--- config.mk ---
export PLATFORM = sky130hd
export DESIGN_NAME = ppdh_top
export DESIGN_NICKNAME = d
export VERILOG_FILES = /design/src/hw/ppdh_pkg.sv /design/src/hw/ppdh_sync.sv /design/src/hw/ppdh_top.sv
export VERILOG_INCLUDE_DIRS = /design/src /design/src/hw
export SDC_FILE = /design/constraint.sdc
export NUM_CORES = 1
export LEC_CHECK = 0
export BUFFER_PORTS_ARGS = -buffer_cell sky130_fd_sc_hd__buf_4
export CORE_MARGIN = 5
export CORE_UTILIZATION = 45
export CTS_CLUSTER_DIAMETER = 80
export CTS_CLUSTER_SIZE = 28
export DETAILED_ROUTE_END_ITERATION = 12
export PLACE_DENSITY = 0.78
export SYNTH_ARGS = -nofsm -noshare
export SYNTH_HDL_FRONTEND = slang
export SYNTH_SLANG_ARGS = --single-unit
--- constraint.sdc ---
create_clock -name clk -period 1.4 [get_ports clk]
set_input_delay 0.14 -clock clk [delete_from_list [all_inputs] [get_ports clk]]
set_output_delay 0.14 -clock clk [all_outputs]
set_load 0.03 [all_outputs]
--- src/hw/ppdh_defs.svh ---
// Constants for the pin power-down hold block: timing figures and option defaults.
// Assumes a 125 MHz system clock; included by bare name.
`ifndef PPDH_DEFS_SVH
`define PPDH_DEFS_SVH
`define PPDH_CLK_PERIOD_NS 8
`define PPDH_RECOVER_NS 1000
// Cycles of wake latency outside the recovery count: pin slack, two sync flops, state and pad registers.
`define PPDH_WAKE_LAT_CYC 5
`define PPDH_RECOVER_CYC (((`PPDH_RECOVER_NS) / (`PPDH_CLK_PERIOD_NS)) - (`PPDH_WAKE_LAT_CYC))
`define PPDH_SETUP_FAST_NS 15
`define PPDH_SETUP_SLOW_NS 20
`define PPDH_HOLD_FAST_NS 25
`define PPDH_HOLD_SLOW_NS 30
`define PPDH_SLEEP_PINS 2
`define PPDH_DATA_W 8
`endif

--- src/hw/ppdh_pkg.sv ---
// Types for the pin power-down hold block.
// Assumes nothing beyond the constants header.
package ppdh_pkg;
    typedef enum logic [1:0] {
        PPDH_RUN,
        PPDH_SLEEP,
        PPDH_RECOVER
    } ppdh_state_e;
endpackage : ppdh_pkg

--- src/hw/ppdh_sync.sv ---
// Two-flop synchroniser for a bus of pin levels.
// Assumes the inputs are asynchronous to clk.
`timescale 1ns/1ns
module ppdh_sync #(
    parameter int W = 1
) (
    input wire logic clk,
    input wire logic rst_n,
    input wire logic [W-1:0] d,
    output logic [W-1:0] q
);
    logic [W-1:0] meta_r;
    always_ff @(posedge clk) begin
        if (!rst_n) begin
            meta_r <= '0;
            q <= '0;
        end else begin
            meta_r <= d;
            q <= meta_r;
        end
    end
endmodule : ppdh_sync

--- src/hw/ppdh_top.sv ---
// Power-down hold logic: freezes outputs and state while a configured sleep request pin is high.
// Assumes pins are asynchronous, the core logic is supplied outside via core_* ports.
`timescale 1ns/1ns
`include "ppdh_defs.svh"
module ppdh_top #(
    parameter int DATA_W = `PPDH_DATA_W,
    parameter int NPINS = `PPDH_SLEEP_PINS,
    parameter int RECOVER_CYC = `PPDH_RECOVER_CYC
) (
    input wire logic clk,
    input wire logic rst_n,
    input wire logic [NPINS-1:0] sleep_option,
    input wire logic [NPINS-1:0] sleep_request_pin,
    input wire logic [DATA_W-1:0] pin_in,
    input wire logic [DATA_W-1:0] core_out,
    input wire logic [DATA_W-1:0] core_oe_n,
    output logic [DATA_W-1:0] pin_hold_r,
    output logic [NPINS-1:0] sleep_pin_array_r,
    output logic [DATA_W-1:0] pad_out_r,
    output logic [DATA_W-1:0] pad_oe_n_r,
    output logic core_run_r,
    output logic asleep_r
);
    import ppdh_pkg::*;

    // Refuse sizes the logic cannot serve; the wake check needs a delay range of at most 999 cycles.
    if (DATA_W < 1 || NPINS < 1 || RECOVER_CYC < 1 || RECOVER_CYC > 998) begin : g_bad_param
        $error("ppdh_top: bad parameters");
    end

    // The recovery counter runs from 0 to RECOVER_CYC, holding RECOVER_CYC for the first cycle back in run.
    localparam int CW = $clog2(RECOVER_CYC + 1);
    // Cycles from the last sleep cycle until core_run_r is seen high.
    localparam int WAKE_MAX = RECOVER_CYC + 1;

    // Inputs and pads may move only in a cycle that stays in run.
    function automatic logic stays_running(input ppdh_state_e cur, input ppdh_state_e nxt);
        return cur == PPDH_RUN && nxt == PPDH_RUN;
    endfunction : stays_running

    logic [NPINS-1:0] opt_r;
    logic [NPINS-1:0] sleep_s;
    logic [DATA_W-1:0] pin_s;
    logic sleep_req;
    ppdh_state_e state_r;
    ppdh_state_e state_nxt;
    logic [CW-1:0] cnt_r;

    // Both pin groups are asynchronous to clk, so they pass two flops before any logic.
    // The sleep path therefore answers three cycles after the pin moves: two flops, then the state register.
    ppdh_sync #(.W(NPINS)) u_sync_sleep (
        .clk(clk),
        .rst_n(rst_n),
        .d(sleep_request_pin),
        .q(sleep_s)
    );
    ppdh_sync #(.W(DATA_W)) u_sync_pin (
        .clk(clk),
        .rst_n(rst_n),
        .d(pin_in),
        .q(pin_s)
    );

    // Option straps are captured while reset is held, clocked.
    always_ff @(posedge clk) begin
        if (!rst_n) begin
            opt_r <= sleep_option;
        end
    end

    // option gating: only configured pins can request sleep.
    // two pins: any configured pin requests power-down.
    assign sleep_req = |(sleep_s & opt_r);

    // sleep entry: state machine follows the request.
    always_comb begin
        state_nxt = state_r;
        case (state_r)
            PPDH_RUN: begin
                if (sleep_req) begin
                    state_nxt = PPDH_SLEEP;
                end
            end
            PPDH_SLEEP: begin
                if (!sleep_req) begin
                    state_nxt = PPDH_RECOVER;
                end
            end
            PPDH_RECOVER: begin
                if (sleep_req) begin
                    state_nxt = PPDH_SLEEP;
                end else if (cnt_r == CW'(RECOVER_CYC - 1)) begin
                    state_nxt = PPDH_RUN;
                end
            end
            default: state_nxt = PPDH_RUN;
        endcase
    end

    always_ff @(posedge clk) begin
        if (!rst_n) begin
            state_r <= PPDH_RUN;
        end else begin
            state_r <= state_nxt;
        end
    end

    // recovery count: with the wake latency, wake completes exactly at the 1000 ns limit.
    always_ff @(posedge clk) begin
        if (!rst_n || state_r != PPDH_RECOVER) begin
            cnt_r <= '0;
        end else begin
            cnt_r <= cnt_r + 1'b1;
        end
    end

    // input blocking: sampled pins update only when running.
    // hold latches: held value kept while asleep or recovering.
    always_ff @(posedge clk) begin
        if (!rst_n) begin
            pin_hold_r <= '0;
        end else if (stays_running(state_r, state_nxt)) begin
            pin_hold_r <= pin_s;
        end
    end

    // array input: sleep pin in use never feeds the logic array.
    always_ff @(posedge clk) begin
        if (!rst_n) begin
            sleep_pin_array_r <= '0;
        end else begin
            sleep_pin_array_r <= sleep_s & ~opt_r;
        end
    end

    // output hold: pads and enables freeze when leaving run.
    // float kept: held enable keeps a floating pad floating.
    // glitch-free resume: pads update again only after recovery.
    always_ff @(posedge clk) begin
        if (!rst_n) begin
            pad_out_r <= '0;
            pad_oe_n_r <= '1;
        end else if (stays_running(state_r, state_nxt)) begin
            pad_out_r <= core_out;
            pad_oe_n_r <= core_oe_n;
        end
    end

    // state hold: core registers advance only when running.
    always_ff @(posedge clk) begin
        if (!rst_n) begin
            core_run_r <= 1'b0;
            asleep_r <= 1'b0;
        end else begin
            core_run_r <= (state_nxt == PPDH_RUN);
            asleep_r <= (state_nxt == PPDH_SLEEP);
        end
    end

    a_hold_pads: assert property (@(posedge clk) disable iff (!rst_n)
        (state_r == PPDH_SLEEP && $past(state_r) == PPDH_SLEEP) |-> $stable(pad_out_r))
        else $error("pad data changed while asleep");
    a_float_kept: assert property (@(posedge clk) disable iff (!rst_n)
        (state_r == PPDH_SLEEP && $past(state_r) == PPDH_SLEEP) |-> $stable(pad_oe_n_r))
        else $error("pad enable changed while asleep");
    a_inputs_blocked: assert property (@(posedge clk) disable iff (!rst_n)
        (state_r != PPDH_RUN) |=> (state_r == PPDH_RUN || $stable(pin_hold_r)))
        else $error("input sampled while asleep");
    a_sleep_entry: assert property (@(posedge clk) disable iff (!rst_n)
        (state_r == PPDH_RUN && sleep_req) |=> asleep_r)
        else $error("sleep request not honoured");
    a_option_gate: assert property (@(posedge clk) disable iff (!rst_n)
        (state_r == PPDH_RUN && (sleep_s & opt_r) == '0) |=> !asleep_r)
        else $error("slept without option");
    a_array_block: assert property (@(posedge clk) disable iff (!rst_n)
        ((sleep_s & opt_r) != '0) |=> ((sleep_pin_array_r & opt_r) == '0))
        else $error("sleep pin reached array");
    // Leaving sleep, the core runs again or a renewed request sleeps within WAKE_MAX cycles, one more than the recovery count.
    a_wake_time: assert property (@(posedge clk) disable iff (!rst_n)
        (state_r == PPDH_SLEEP && !sleep_req) |-> ##[1:WAKE_MAX] (core_run_r || asleep_r))
        else $error("recovery too long");
    a_run_flag: assert property (@(posedge clk) disable iff (!rst_n)
        core_run_r |-> (state_r == PPDH_RUN && !asleep_r))
        else $error("run flag inconsistent");
    a_hold_latch: assert property (@(posedge clk) disable iff (!rst_n)
        (asleep_r ##1 asleep_r) |-> $stable(pin_hold_r))
        else $error("hold latch lost value");

    // The entry cycle itself must not move the pads either.
    a_float_entry: assert property (@(posedge clk) disable iff (!rst_n)
        (state_r == PPDH_RUN && state_nxt == PPDH_SLEEP) |=> ($stable(pad_oe_n_r) && $stable(pad_out_r)))
        else $error("pads moved on sleep entry");
    a_sleep_stay: assert property (@(posedge clk) disable iff (!rst_n)
        (state_r == PPDH_SLEEP && sleep_req) |=> asleep_r)
        else $error("left sleep while requested");
    a_recover_hold: assert property (@(posedge clk) disable iff (!rst_n)
        (state_r == PPDH_RECOVER) |=> ($stable(pad_out_r) && $stable(pin_hold_r)))
        else $error("pads moved during recovery");
    // A pad changes only after a cycle spent in run, so no glitch leaks out of sleep or recovery.
    a_resume_clean: assert property (@(posedge clk) disable iff (!rst_n)
        !$stable(pad_out_r) |-> ($past(state_r) == PPDH_RUN))
        else $error("pad changed outside run");

    // either pin: each configured pin alone puts the device to sleep.
    for (genvar gi = 0; gi < NPINS; gi++) begin : g_pin_chk
        a_pin_request: assert property (@(posedge clk) disable iff (!rst_n)
            (state_r == PPDH_RUN && sleep_s[gi] && opt_r[gi]) |=> asleep_r)
            else $error("configured pin did not request sleep");
    end
endmodule : ppdh_top

==> results.sh, run 1 <==
export IMPL_p_per_area_nw_per_um2=1380
export IMPL_cts_root_buf="clkbuf_8"
export IMPL_finalWirelength_um=3750
export IMPL_holdPathStages=2
export IMPL_synth_most_common_cell="dfxtp_1"
export IMPL_rsz0062_at_grt="true"
export IMPL_slew_headroom=0.644
export IMPL_ir_drop_mv=0.807
export IMPL_fin_crit_sh=0.931
export IMPL_timing_fmax_ghz=0.767
export IMPL_stdcell_area_um2=2730
export IMPL_tns_ns=0
export IMPL_status="finished, final reports clean"
export IMPL_cts_num_sinks=59
export IMPL_io_pins=58
export IMPL_gp_congestion=0.706
export IMPL_fp_dieH_um=77.2
export IMPL_core_area_um2=4350
export IMPL_synth_seq_cells=59
export IMPL_cap_viol_max_count=0
export IMPL_syn_inst=200
export IMPL_antenna_found_initial=0
export IMPL_synth_top_cell_by_area="dfxtp_1"
export IMPL_grt_pass1_wl_um=6420
export IMPL_fin_skew_ns=0.0102
export IMPL_grt_pass1_vias=1483
export IMPL_routed_via_count=1505
export IMPL_utilization=0.628
export IMPL_drive_gt1_frac=0.285
export IMPL_ff2ff_setup_slack_ns=0.1
export IMPL_routedWlPerCell_um=11.6
export IMPL_drtIter0Drc=60
export IMPL_initial_utilization=0.466
export IMPL_placementRows=24
export IMPL_worstHoldStart="pin_in[6]"
export IMPL_vias_per_cell=4.67
export IMPL_synth_warnings=0
export IMPL_multiInputGateArea_um2=742
export IMPL_setup_viol=0
export IMPL_finalPower_mw=3.77
export IMPL_drt_pass1_iter_count=4
export IMPL_drc=0
export IMPL_leakagePower_nw=1.29
export IMPL_grt_max_degree=28
export IMPL_crit_path_end_kind="register"
export IMPL_start_kind="register"
export IMPL_ys_types=26
export IMPL_r2r_cells=4
export IMPL_die_w_um=77.2
export IMPL_synthTopCellsByArea="dfxtp_1 56%, mux2i_1 7.9%, nand2_1 6.8%"
export IMPL_insertedDiodeCount=0
export IMPL_min_path_type="primary input to register"
export IMPL_timing_rr_start="opt_r[0]"
export IMPL_synth_avg_cell_area_um2=10.2
export IMPL_hold_violations=0
export IMPL_cts_tree="yes"
export IMPL_hpwlAfterDp_um=2640
export IMPL_synthTopCellsByCount="57 x dfxtp_1, 37 x nand2_1, 22 x and2_1"
export IMPL_clockBufferDepth=2
export IMPL_ant_nets=0
export IMPL_synth_top_area_frac=0.562
export IMPL_maxSlewViolCount=0
export IMPL_track_usage=0.133
export IMPL_cts_buffers=9
export IMPL_tightest_slew_ns=0.532
export IMPL_syn_to_final_growth_pct=34.6
export IMPL_cts_setup_buffers=0
export IMPL_clk_pin_slew_ns=0.07
export IMPL_cp_required_ns=1.65
export IMPL_ys_seq_area_frac=0.591
export IMPL_fill_cells=373
export IMPL_min_to="u_sync_pin.meta_r[6]"
export IMPL_h_tree_depth=3
export IMPL_nets=296
export IMPL_period_minus_slack_ns=1.30
export IMPL_synth_ff_type="dfxtp_1"
export IMPL_synth_fp_nets=231
export IMPL_regArea_um2=1200
export IMPL_post_dp_cell_area_um2=2520
export IMPL_die_area_um2=5960
export IMPL_synthArstFlopShare=0
export IMPL_worst_setup_path_type="register to register"
export IMPL_synth_edff_count=2
export IMPL_io_buffer_count=57
export IMPL_cp_arrival_ns=1.56
export IMPL_crit_path_max_fanout=6
export IMPL_synth_area_um2=2030
export IMPL_grt_overflow=0
export IMPL_insertion_delay_ns=0.33
export IMPL_worst_r2r_endpoint="pin_hold_r[4]"
[layout by cell type (no fill, tap or decap), types with 2 or more instances in the layout]
cell / instances
o21ai_0: 3
inv_1: 9
clkbuf_8: 10
mux2i_1: 16
a21oi_1: 2
clkbuf_1: 2
dfxtp_1: 57
nand3_1: 11
buf_4: 61
xor2_1: 2
edfxtp_1: 2
a211oi_1: 3
o211ai_1: 8
nor2_1: 7
and2_1: 22
dlygate4sd3_1: 2
nand2_1: 37
or3_1: 2
[registers in the layout, indices dropped and copies added (netlist names)]
register	cells
asleep_r	1
cnt_r	7
pad_out_r	8
state_r	2
pad_oe_n_r	8
u_sync_pin.meta_r	8
pin_hold_r	8
u_sync_sleep.q	2
u_sync_sleep.meta_r	2
opt_r	2
sleep_pin_array_r	2
core_run_r	1
u_sync_pin.q	8
[repair_timing]
action	CTS	global route
setup endpoints to repair	0	7
hold buffers	2	0
resized for setup	0	0
endpoints found under the hold margin	2	0
[worst max path at each step]
stage | from | to | slack (ns) | cells after the start
2_1_floorplan | opt_r[0] | pad_out_r[0] | 0.04 | 4
3_3_place_gp | opt_r[0] | pin_hold_r[5] | 0.12 | 4
3_5_place_dp | opt_r[0] | pad_out_r[5] | 0.08 | 4
4_1_cts | opt_r[0] | pin_hold_r[4] | 0.08 | 4
5_1_grt | opt_r[0] | pin_hold_r[5] | -0.02 | 4
6_report | opt_r[0] | pin_hold_r[4] | 0.1 | 4
[worst max-delay path, stage by stage, from the launching register on]
cell and delay (ns):
edfxtp_1 0.41, a22o_1 0.26, nor3_4 0.17, buf_4 0.21, mux2i_1 0.18
[cell families (layout without fill, tap and decap cells)]
| family | Yosys count | after routing | synth area share |
|---|---|---|---|
| flip-flops | 59 | 59 | 0.591 |
| AO/OA/AOI/OAI | 19 | 19 | 0.0665 |
| adder cells (fa/ha/maj) | 1 | 1 | 0.00616 |
| XOR/XNOR | 3 | 3 | 0.0129 |
| AND/OR/NAND/NOR | 83 | 83 | 0.201 |
| buffers and inverters | 19 | 89 | 0.0431 |
| multiplexers | 16 | 16 | 0.0789 |
[metrics by stage]
step,setup slack (ns),cells,hold WS (ns)
after CTS,0.0813,322,0.00231
after detailed placement,0.0819,304,0.323
final,0.0959,322,0.0193
after global placement,0.122,304,0.321
after global routing,-0.0235,322,0.00390
after floorplan,0.0381,200,0.239
[cell type report]
cell class / instances / area share
clock buffers: 12 / 0.0531
clock inverters: 4 / 0.0178
inverters: 9 / 0.0124
multi-input cells: 122 / 0.271
flip-flops and latches: 59 / 0.439
well taps: 52 / 0.0238
repair buffers: 64 / 0.182
[power breakdown]
group          internal, mW  total [mW]  leakage [nW]  switching, mW
registers              1.78        1.82         0.489         0.0424
clock network         0.869        1.48        0.0969          0.609
logic                 0.218       0.473         0.701          0.255
total                  2.87        3.77          1.29          0.906
[routing by layer]
layer / vias up / track usage / share of wire
li1: 789 / - / -
met1: 671 / 0.144 / 0.43
met2: 38 / 0.218 / 0.48
met3: 7 / 0.0492 / 0.069
met4: 0 / 0.0825 / 0.023
met5: - / 0 / 0
Note: power is estimated with default switching activity, not from simulation.
==> run 2: changes to the inputs <==
--- a/config.mk
+++ b/config.mk
@@ -6,6 +6,7 @@
 export SDC_FILE = /design/constraint.sdc
 export NUM_CORES = 1
 export LEC_CHECK = 0
+export ABC_AREA = 1
 export BUFFER_PORTS_ARGS = -buffer_cell sky130_fd_sc_hd__buf_4
 export CORE_MARGIN = 5
 export CORE_UTILIZATION = 45
==> run 2 against run 1 <==
Compared with the run above:
- total power decreased by 2.8%
- non-clock buffer count is 9 higher
- flip-flop and latch count unchanged
==> results.sh, run 2 <==
export IMPL_status="finished, final reports clean"
export IMPL_synth_top_cell_by_area="dfxtp_1"
export IMPL_synth_edff_count=2
export IMPL_grt_max_degree=42
export IMPL_crit_path_max_fanout=41
export IMPL_hold_violations=0
export IMPL_die_area_um2=6010
export IMPL_cts_hold_buf=14
export IMPL_synth_warnings=0
export IMPL_gp_congestion=0.833
export IMPL_ys_seq_area_frac=0.586
export IMPL_fp_dieH_um=77.5
export IMPL_path_cells="nand2_1 -> nand3_2 -> buf_12 -> inv_1 -> nand2_1 -> nand3_1"
export IMPL_cap_viol_max_count=0
export IMPL_grt_pass1_wl_um=7020
export IMPL_setup_viol=0
export IMPL_fill_cells=386
export IMPL_syn_to_final_growth_pct=36.7
export IMPL_timing_fmax_ghz=0.821
export IMPL_drive_gt1_frac=0.203
export IMPL_finalPower_mw=3.67
export IMPL_final_cell_mix="87 x nand2_1, 58 x buf_4, 57 x dfxtp_1"
export IMPL_pre_cts_ws_ns=0.191
export IMPL_cpPeakStageDelay_ns=0.38
export IMPL_crit_path_end_kind="register"
export IMPL_track_usage=0.150
export IMPL_die_w_um=77.5
export IMPL_insertion_delay_ns=0.33
export IMPL_cts_setup_buffers=0
export IMPL_routedWlPerCell_um=10.3
export IMPL_maxSlewViolCount=0
export IMPL_antenna_found_initial=0
export IMPL_path_buf_inv=2
export IMPL_cts_tree="yes"
export IMPL_synth_fp_nets=299
export IMPL_synth_area_um2=2050
export IMPL_clk_pin_slew_ns=0.06
export IMPL_nets=374
export IMPL_synth_most_common_cell="nand2_1"
export IMPL_grt_pass1_vias=1662
export IMPL_start_kind="register"
export IMPL_cp_arrival_ns=1.49
export IMPL_utilization=0.639
export IMPL_cp_common_cell="nand2_1"
export IMPL_synthTopCellsByCount="87 x nand2_1, 57 x dfxtp_1, 48 x nor2_1"
export IMPL_fin_skew_ns=0.00342
export IMPL_cp_required_ns=1.67
export IMPL_ir_drop_mv=0.677
export IMPL_cts_root_buf="clkbuf_8"
export IMPL_synth_top_area_frac=0.556
export IMPL_synth_avg_cell_area_um2=7.65
export IMPL_clockBufferDepth=2
export IMPL_leakagePower_nw=1.45
export IMPL_ys_types=14
export IMPL_regArea_um2=1200
export IMPL_fin_crit_sh=0.870
export IMPL_finalWirelength_um=4110
export IMPL_placementRows=24
export IMPL_drc=0
export IMPL_drt_pass1_iter_count=4
export IMPL_slew_headroom=0.816
export IMPL_h_tree_depth=3
export IMPL_synth_ff_type="dfxtp_1"
export IMPL_io_buffer_count=57
export IMPL_cts_num_sinks=59
export IMPL_slowest_stage="edfxtp_1"
export IMPL_tns_ns=0
export IMPL_crit_family="buffers and inverters"
export IMPL_synth_seq_cells=59
export IMPL_drtIter0Drc=63
export IMPL_grt_overflow=0
export IMPL_min_path_type="primary input to register"
export IMPL_tightest_slew_ns=0.276
export IMPL_initial_utilization=0.468
export IMPL_routed_via_count=1725
export IMPL_p_per_area_nw_per_um2=1310
export IMPL_period_minus_slack_ns=1.22
export IMPL_post_cts_resized=0
export IMPL_insertedDiodeCount=0
export IMPL_io_pins=58
export IMPL_ant_nets=0
export IMPL_syn_inst=268
export IMPL_vias_per_cell=4.35
export IMPL_hpwlAfterDp_um=2720
export IMPL_multiInputGateArea_um2=627
export IMPL_rsz0062_at_grt="false"
export IMPL_final_common_cell="nand2_1"
export IMPL_worst_setup_path_type="register to register"
export IMPL_synthArstFlopShare=0
export IMPL_cts_buffers=9
export IMPL_synthTopCellsByArea="dfxtp_1 56%, nand2_1 16%, nor2_1 8.8%"
export IMPL_fin_ws_ns=0.182
export IMPL_core_area_um2=4380
[run 2: changes by cell type after synthesis, moves of 3 or more]
cell      previous run  this run
and2_1              22         0
mux2i_1             16         0
nor2_1               7        48
o211ai_1             8         0
a211oi_1             3         0
nand2_1             37        87
buf_2                1         7
clkbuf_1             7         0
inv_1                9        44
[run 2: final timing paths]
kind | start | end | slack (ns) | cells after the start
min reg2reg | u_sync_pin.meta_r[4] | u_sync_pin.q[4] | 0.41 | 2
max | opt_r[0] | pad_oe_n_r[4] | 0.18 | 6
min | pin_in[7] | u_sync_pin.meta_r[7] | 0.008 | 3
max reg2reg | opt_r[0] | pad_oe_n_r[4] | 0.18 | 6
[run 2: kinds of logic (layout without fill, tap and decap cells)]
group,count (synthesis),in the layout,synth area share
AO/OA/AOI/OAI,6,6,0.0146
adder cells (fa/ha/maj),1,1,0.00610
buffers and inverters,53,130,0.109
flip-flops,59,59,0.586
AND/OR/NAND/NOR,149,149,0.285
[run 2: metal layers]
metal / wire [um] / vias up / GRT usage
li1: - / 929 / -
met1: 1610 / 736 / 0.145
met2: 2040 / 49 / 0.263
met3: 353 / 11 / 0.0579
met4: 95 / 0 / 0.0979
met5: 0 / - / 0
[run 2: layout make-up]
| cell class | count | share of cell area |
|---|---|---|
| clock buffer | 13 | 0.0531 |
| timing repair buffer | 73 | 0.212 |
| sequential | 59 | 0.429 |
| multi-input combinational | 156 | 0.224 |
| inverter | 44 | 0.0589 |
| tap | 52 | 0.0232 |
[run 2: report_power, final]
part	total, mW	leakage [nW]	switching [mW]	internal (mW)
registers	1.85	0.490	0.0489	1.80
clock network	1.23	0.0754	0.569	0.662
logic	0.591	0.889	0.343	0.248
total	3.67	1.45	0.961	2.71
[run 2: worst min-delay path: stages]
cell and delay, ns:
buf_4 0.08, nand2_1 0.05, inv_1 0.04
[run 2: stage by stage]
stage / hold WS [ns] / cells / area, um^2
final: 0.00750 / 397 / 2800
after global routing: 0.00792 / 397 / 2800
after CTS: 0.00113 / 397 / 2800
after detailed placement: 0.321 / 370 / 2510
after global placement: 0.321 / 370 / 2510
after floorplan: 0.238 / 268 / 2050
==> run 3: changes to the inputs <==
==> constraint.sdc (replaced) <==
create_clock -name clk -period 1.1 [get_ports clk]
set_input_delay 0.11 -clock clk [delete_from_list [all_inputs] [get_ports clk]]
set_output_delay 0.11 -clock clk [all_outputs]
set_load 0.03 [all_outputs]
==> run 3 against run 2 <==
Compared with the run above:
- highest routed layer unchanged
- clock power up 50%
- register-to-register slack worse by 0.23 ns
- count of clock-buffer cells in the layout down 2
- the run now ends with negative setup slack left
- critical path type unchanged
- flip-flop and latch count unchanged
- clock skew up 0.0030 ns
==> results.sh, run 3 (synthesis gave the netlist of run 2 again) <==
export IMPL_syn_to_final_growth_pct=48.9
export IMPL_cts_num_sinks=59
export IMPL_timing_critical_path_from="opt_r[0]"
export IMPL_worst_r2r_endpoint="pad_oe_n_r[3]"
export IMPL_hpwlAfterDp_um=2850
export IMPL_cp_endpoint="pad_oe_n_r[3]"
export IMPL_vias_per_cell=4.31
export IMPL_violations="negative setup slack"
export IMPL_cts_tree="yes"
export IMPL_worst_setup_path_type="register to register"
export IMPL_grt_overflow=0
export IMPL_instances_no_fill=418
export IMPL_slew_headroom=0.838
export IMPL_cp_arrival_ns=1.35
export IMPL_core_area_um2=4380
export IMPL_cap_viol_max_count=0
export IMPL_fin_skew_ns=0.00642
export IMPL_setup_viol=8
export IMPL_grt_pass1_wl_um=7330
export IMPL_worstHoldStart="core_out[1]"
export IMPL_crit_family="flip-flops"
export IMPL_period_minus_slack_ns=1.15
export IMPL_ir_drop_mv=0.780
export IMPL_h_tree_depth=3
export IMPL_ant_nets=0
export IMPL_io_pins=58
export IMPL_post_dp_cell_area_um2=2560
export IMPL_crit_path_max_fanout=13
export IMPL_final_common_cell="nand2_1"
export IMPL_clockBufferDepth=2
export IMPL_pre_cts_ws_ns=-0.0976
export IMPL_fp_dieH_um=77.5
export IMPL_cts_buffers=9
export IMPL_stdcell_area_um2=3050
export IMPL_finalWirelength_um=4400
export IMPL_initial_utilization=0.468
export IMPL_p_per_area_nw_per_um2=1640
export IMPL_routedWlPerCell_um=10.5
export IMPL_insertedDiodeCount=0
export IMPL_grt_pass1_vias=1718
export IMPL_min_path_type="primary input to register"
export IMPL_cpPeakStageDelay_ns=0.37
export IMPL_clk_pin_slew_ns=0.07
export IMPL_slowest_stage="edfxtp_1"
export IMPL_cp_depth=6
export IMPL_drc=0
export IMPL_drt_pass1_iter_count=4
export IMPL_ff2ff_setup_slack_ns=-0.05
export IMPL_cts_root_buf="clkbuf_8"
export IMPL_maxSlewViolCount=0
export IMPL_fin_ws_ns=-0.0469
export IMPL_rsz0062_at_grt="true"
export IMPL_holdPathStages=3
export IMPL_insertion_delay_ns=0.33
export IMPL_track_usage=0.155
export IMPL_nets=392
export IMPL_fill_cells=360
export IMPL_die_w_um=77.5
export IMPL_gp_congestion=0.760
export IMPL_drive_gt1_frac=0.265
export IMPL_timing_fmax_ghz=0.872
export IMPL_io_buffer_count=57
export IMPL_start_kind="register"
export IMPL_path_buf_inv=2
export IMPL_timing_rr_start="opt_r[0]"
export IMPL_drtIter0Drc=98
export IMPL_place_inst=376
export IMPL_hold_ws_ns=0.0111
export IMPL_status="complete, but fails checks"
export IMPL_finalPower_mw=5.02
export IMPL_placementRows=24
export IMPL_routed_via_count=1801
export IMPL_grt_max_degree=25
export IMPL_r2r_cells=6
export IMPL_die_area_um2=6010
export IMPL_cp_required_ns=1.30
export IMPL_fin_crit_sh=1.04
export IMPL_leakagePower_nw=1.56
export IMPL_tightest_slew_ns=0.243
export IMPL_final_cell_mix="82 x nand2_1, 66 x buf_4, 55 x dfxtp_1"
export IMPL_crit_path_end_kind="register"
export IMPL_path_cells="nand2_2 -> nand3_4 -> buf_12 -> clkinvlp_4 -> nand2_1 -> nand3_1"
export IMPL_hold_violations=0
export IMPL_antenna_found_initial=0
==> run 3: cell types whose count changed in the layout (fill, tap and decap cells not counted), sizes merged <==
cell and delta:
clkbuf -2, buf +8, dlygate4sd3 +10, clkinvlp +2, inv -1, clkinv +4
==> run 3: through the flow <==
step                      setup TNS (ns)  utilization
final                             -0.249        0.697
after global routing               -1.50        0.697
after CTS                         -0.137        0.688
after detailed placement          -0.635        0.584
after global placement            -0.269        0.584
after floorplan                        0            -
==> run 3: area by class of cell <==
type | instances | area, um^2 | area share
flip-flops and latches | 59 | 1200 | 0.394
well taps | 52 | 65.1 | 0.0213
repair buffers | 91 | 756 | 0.247
clock buffers | 11 | 163 | 0.0533
inverters | 44 | 169 | 0.0553
clock inverters | 5 | 35.0 | 0.0115
multi-input cells | 156 | 663 | 0.217
==> run 3: worst min path at each step <==
stage,endpoint,slack [ns]
2_1_floorplan,u_sync_pin.meta_r[0],0.21
3_3_place_gp,u_sync_pin.meta_r[3],0.29
3_5_place_dp,opt_r[0],0.29
4_1_cts,pad_out_r[5],0.0002
5_1_grt,pad_out_r[6],0.008
6_report,pad_out_r[1],0.01
==> run 3: report_power, final <==
part / switching [mW] / internal (mW)
clock network: 0.834 / 1.01
logic: 0.455 / 0.364
registers: 0.0656 / 2.29
==> run 3: routing by layer <==
layer | track usage | vias to the layer above | share of wire
li1 | - | 968 | -
met1 | 0.167 | 772 | 0.41
met2 | 0.259 | 53 | 0.50
met3 | 0.0613 | 8 | 0.074
met4 | 0.0825 | 0 | 0.015
met5 | 0 | - | 0
==> run 3: worst reg2reg max path, stage by stage, from the launching register on <==
cell and delay (ns):
edfxtp_1 0.37, nand2_2 0.08, nand3_4 0.11, buf_12 0.14, clkinvlp_4 0.16, nand2_1 0.10
nand3_1 0.07
==> run 3: repair_timing <==
action,in CTS,in global routing
hold buffers,24,0
pin swaps,1,1
endpoints found under the hold margin,24,0
setup endpoints to repair,20,26
resized for setup,6,9
setup buffers,0,2
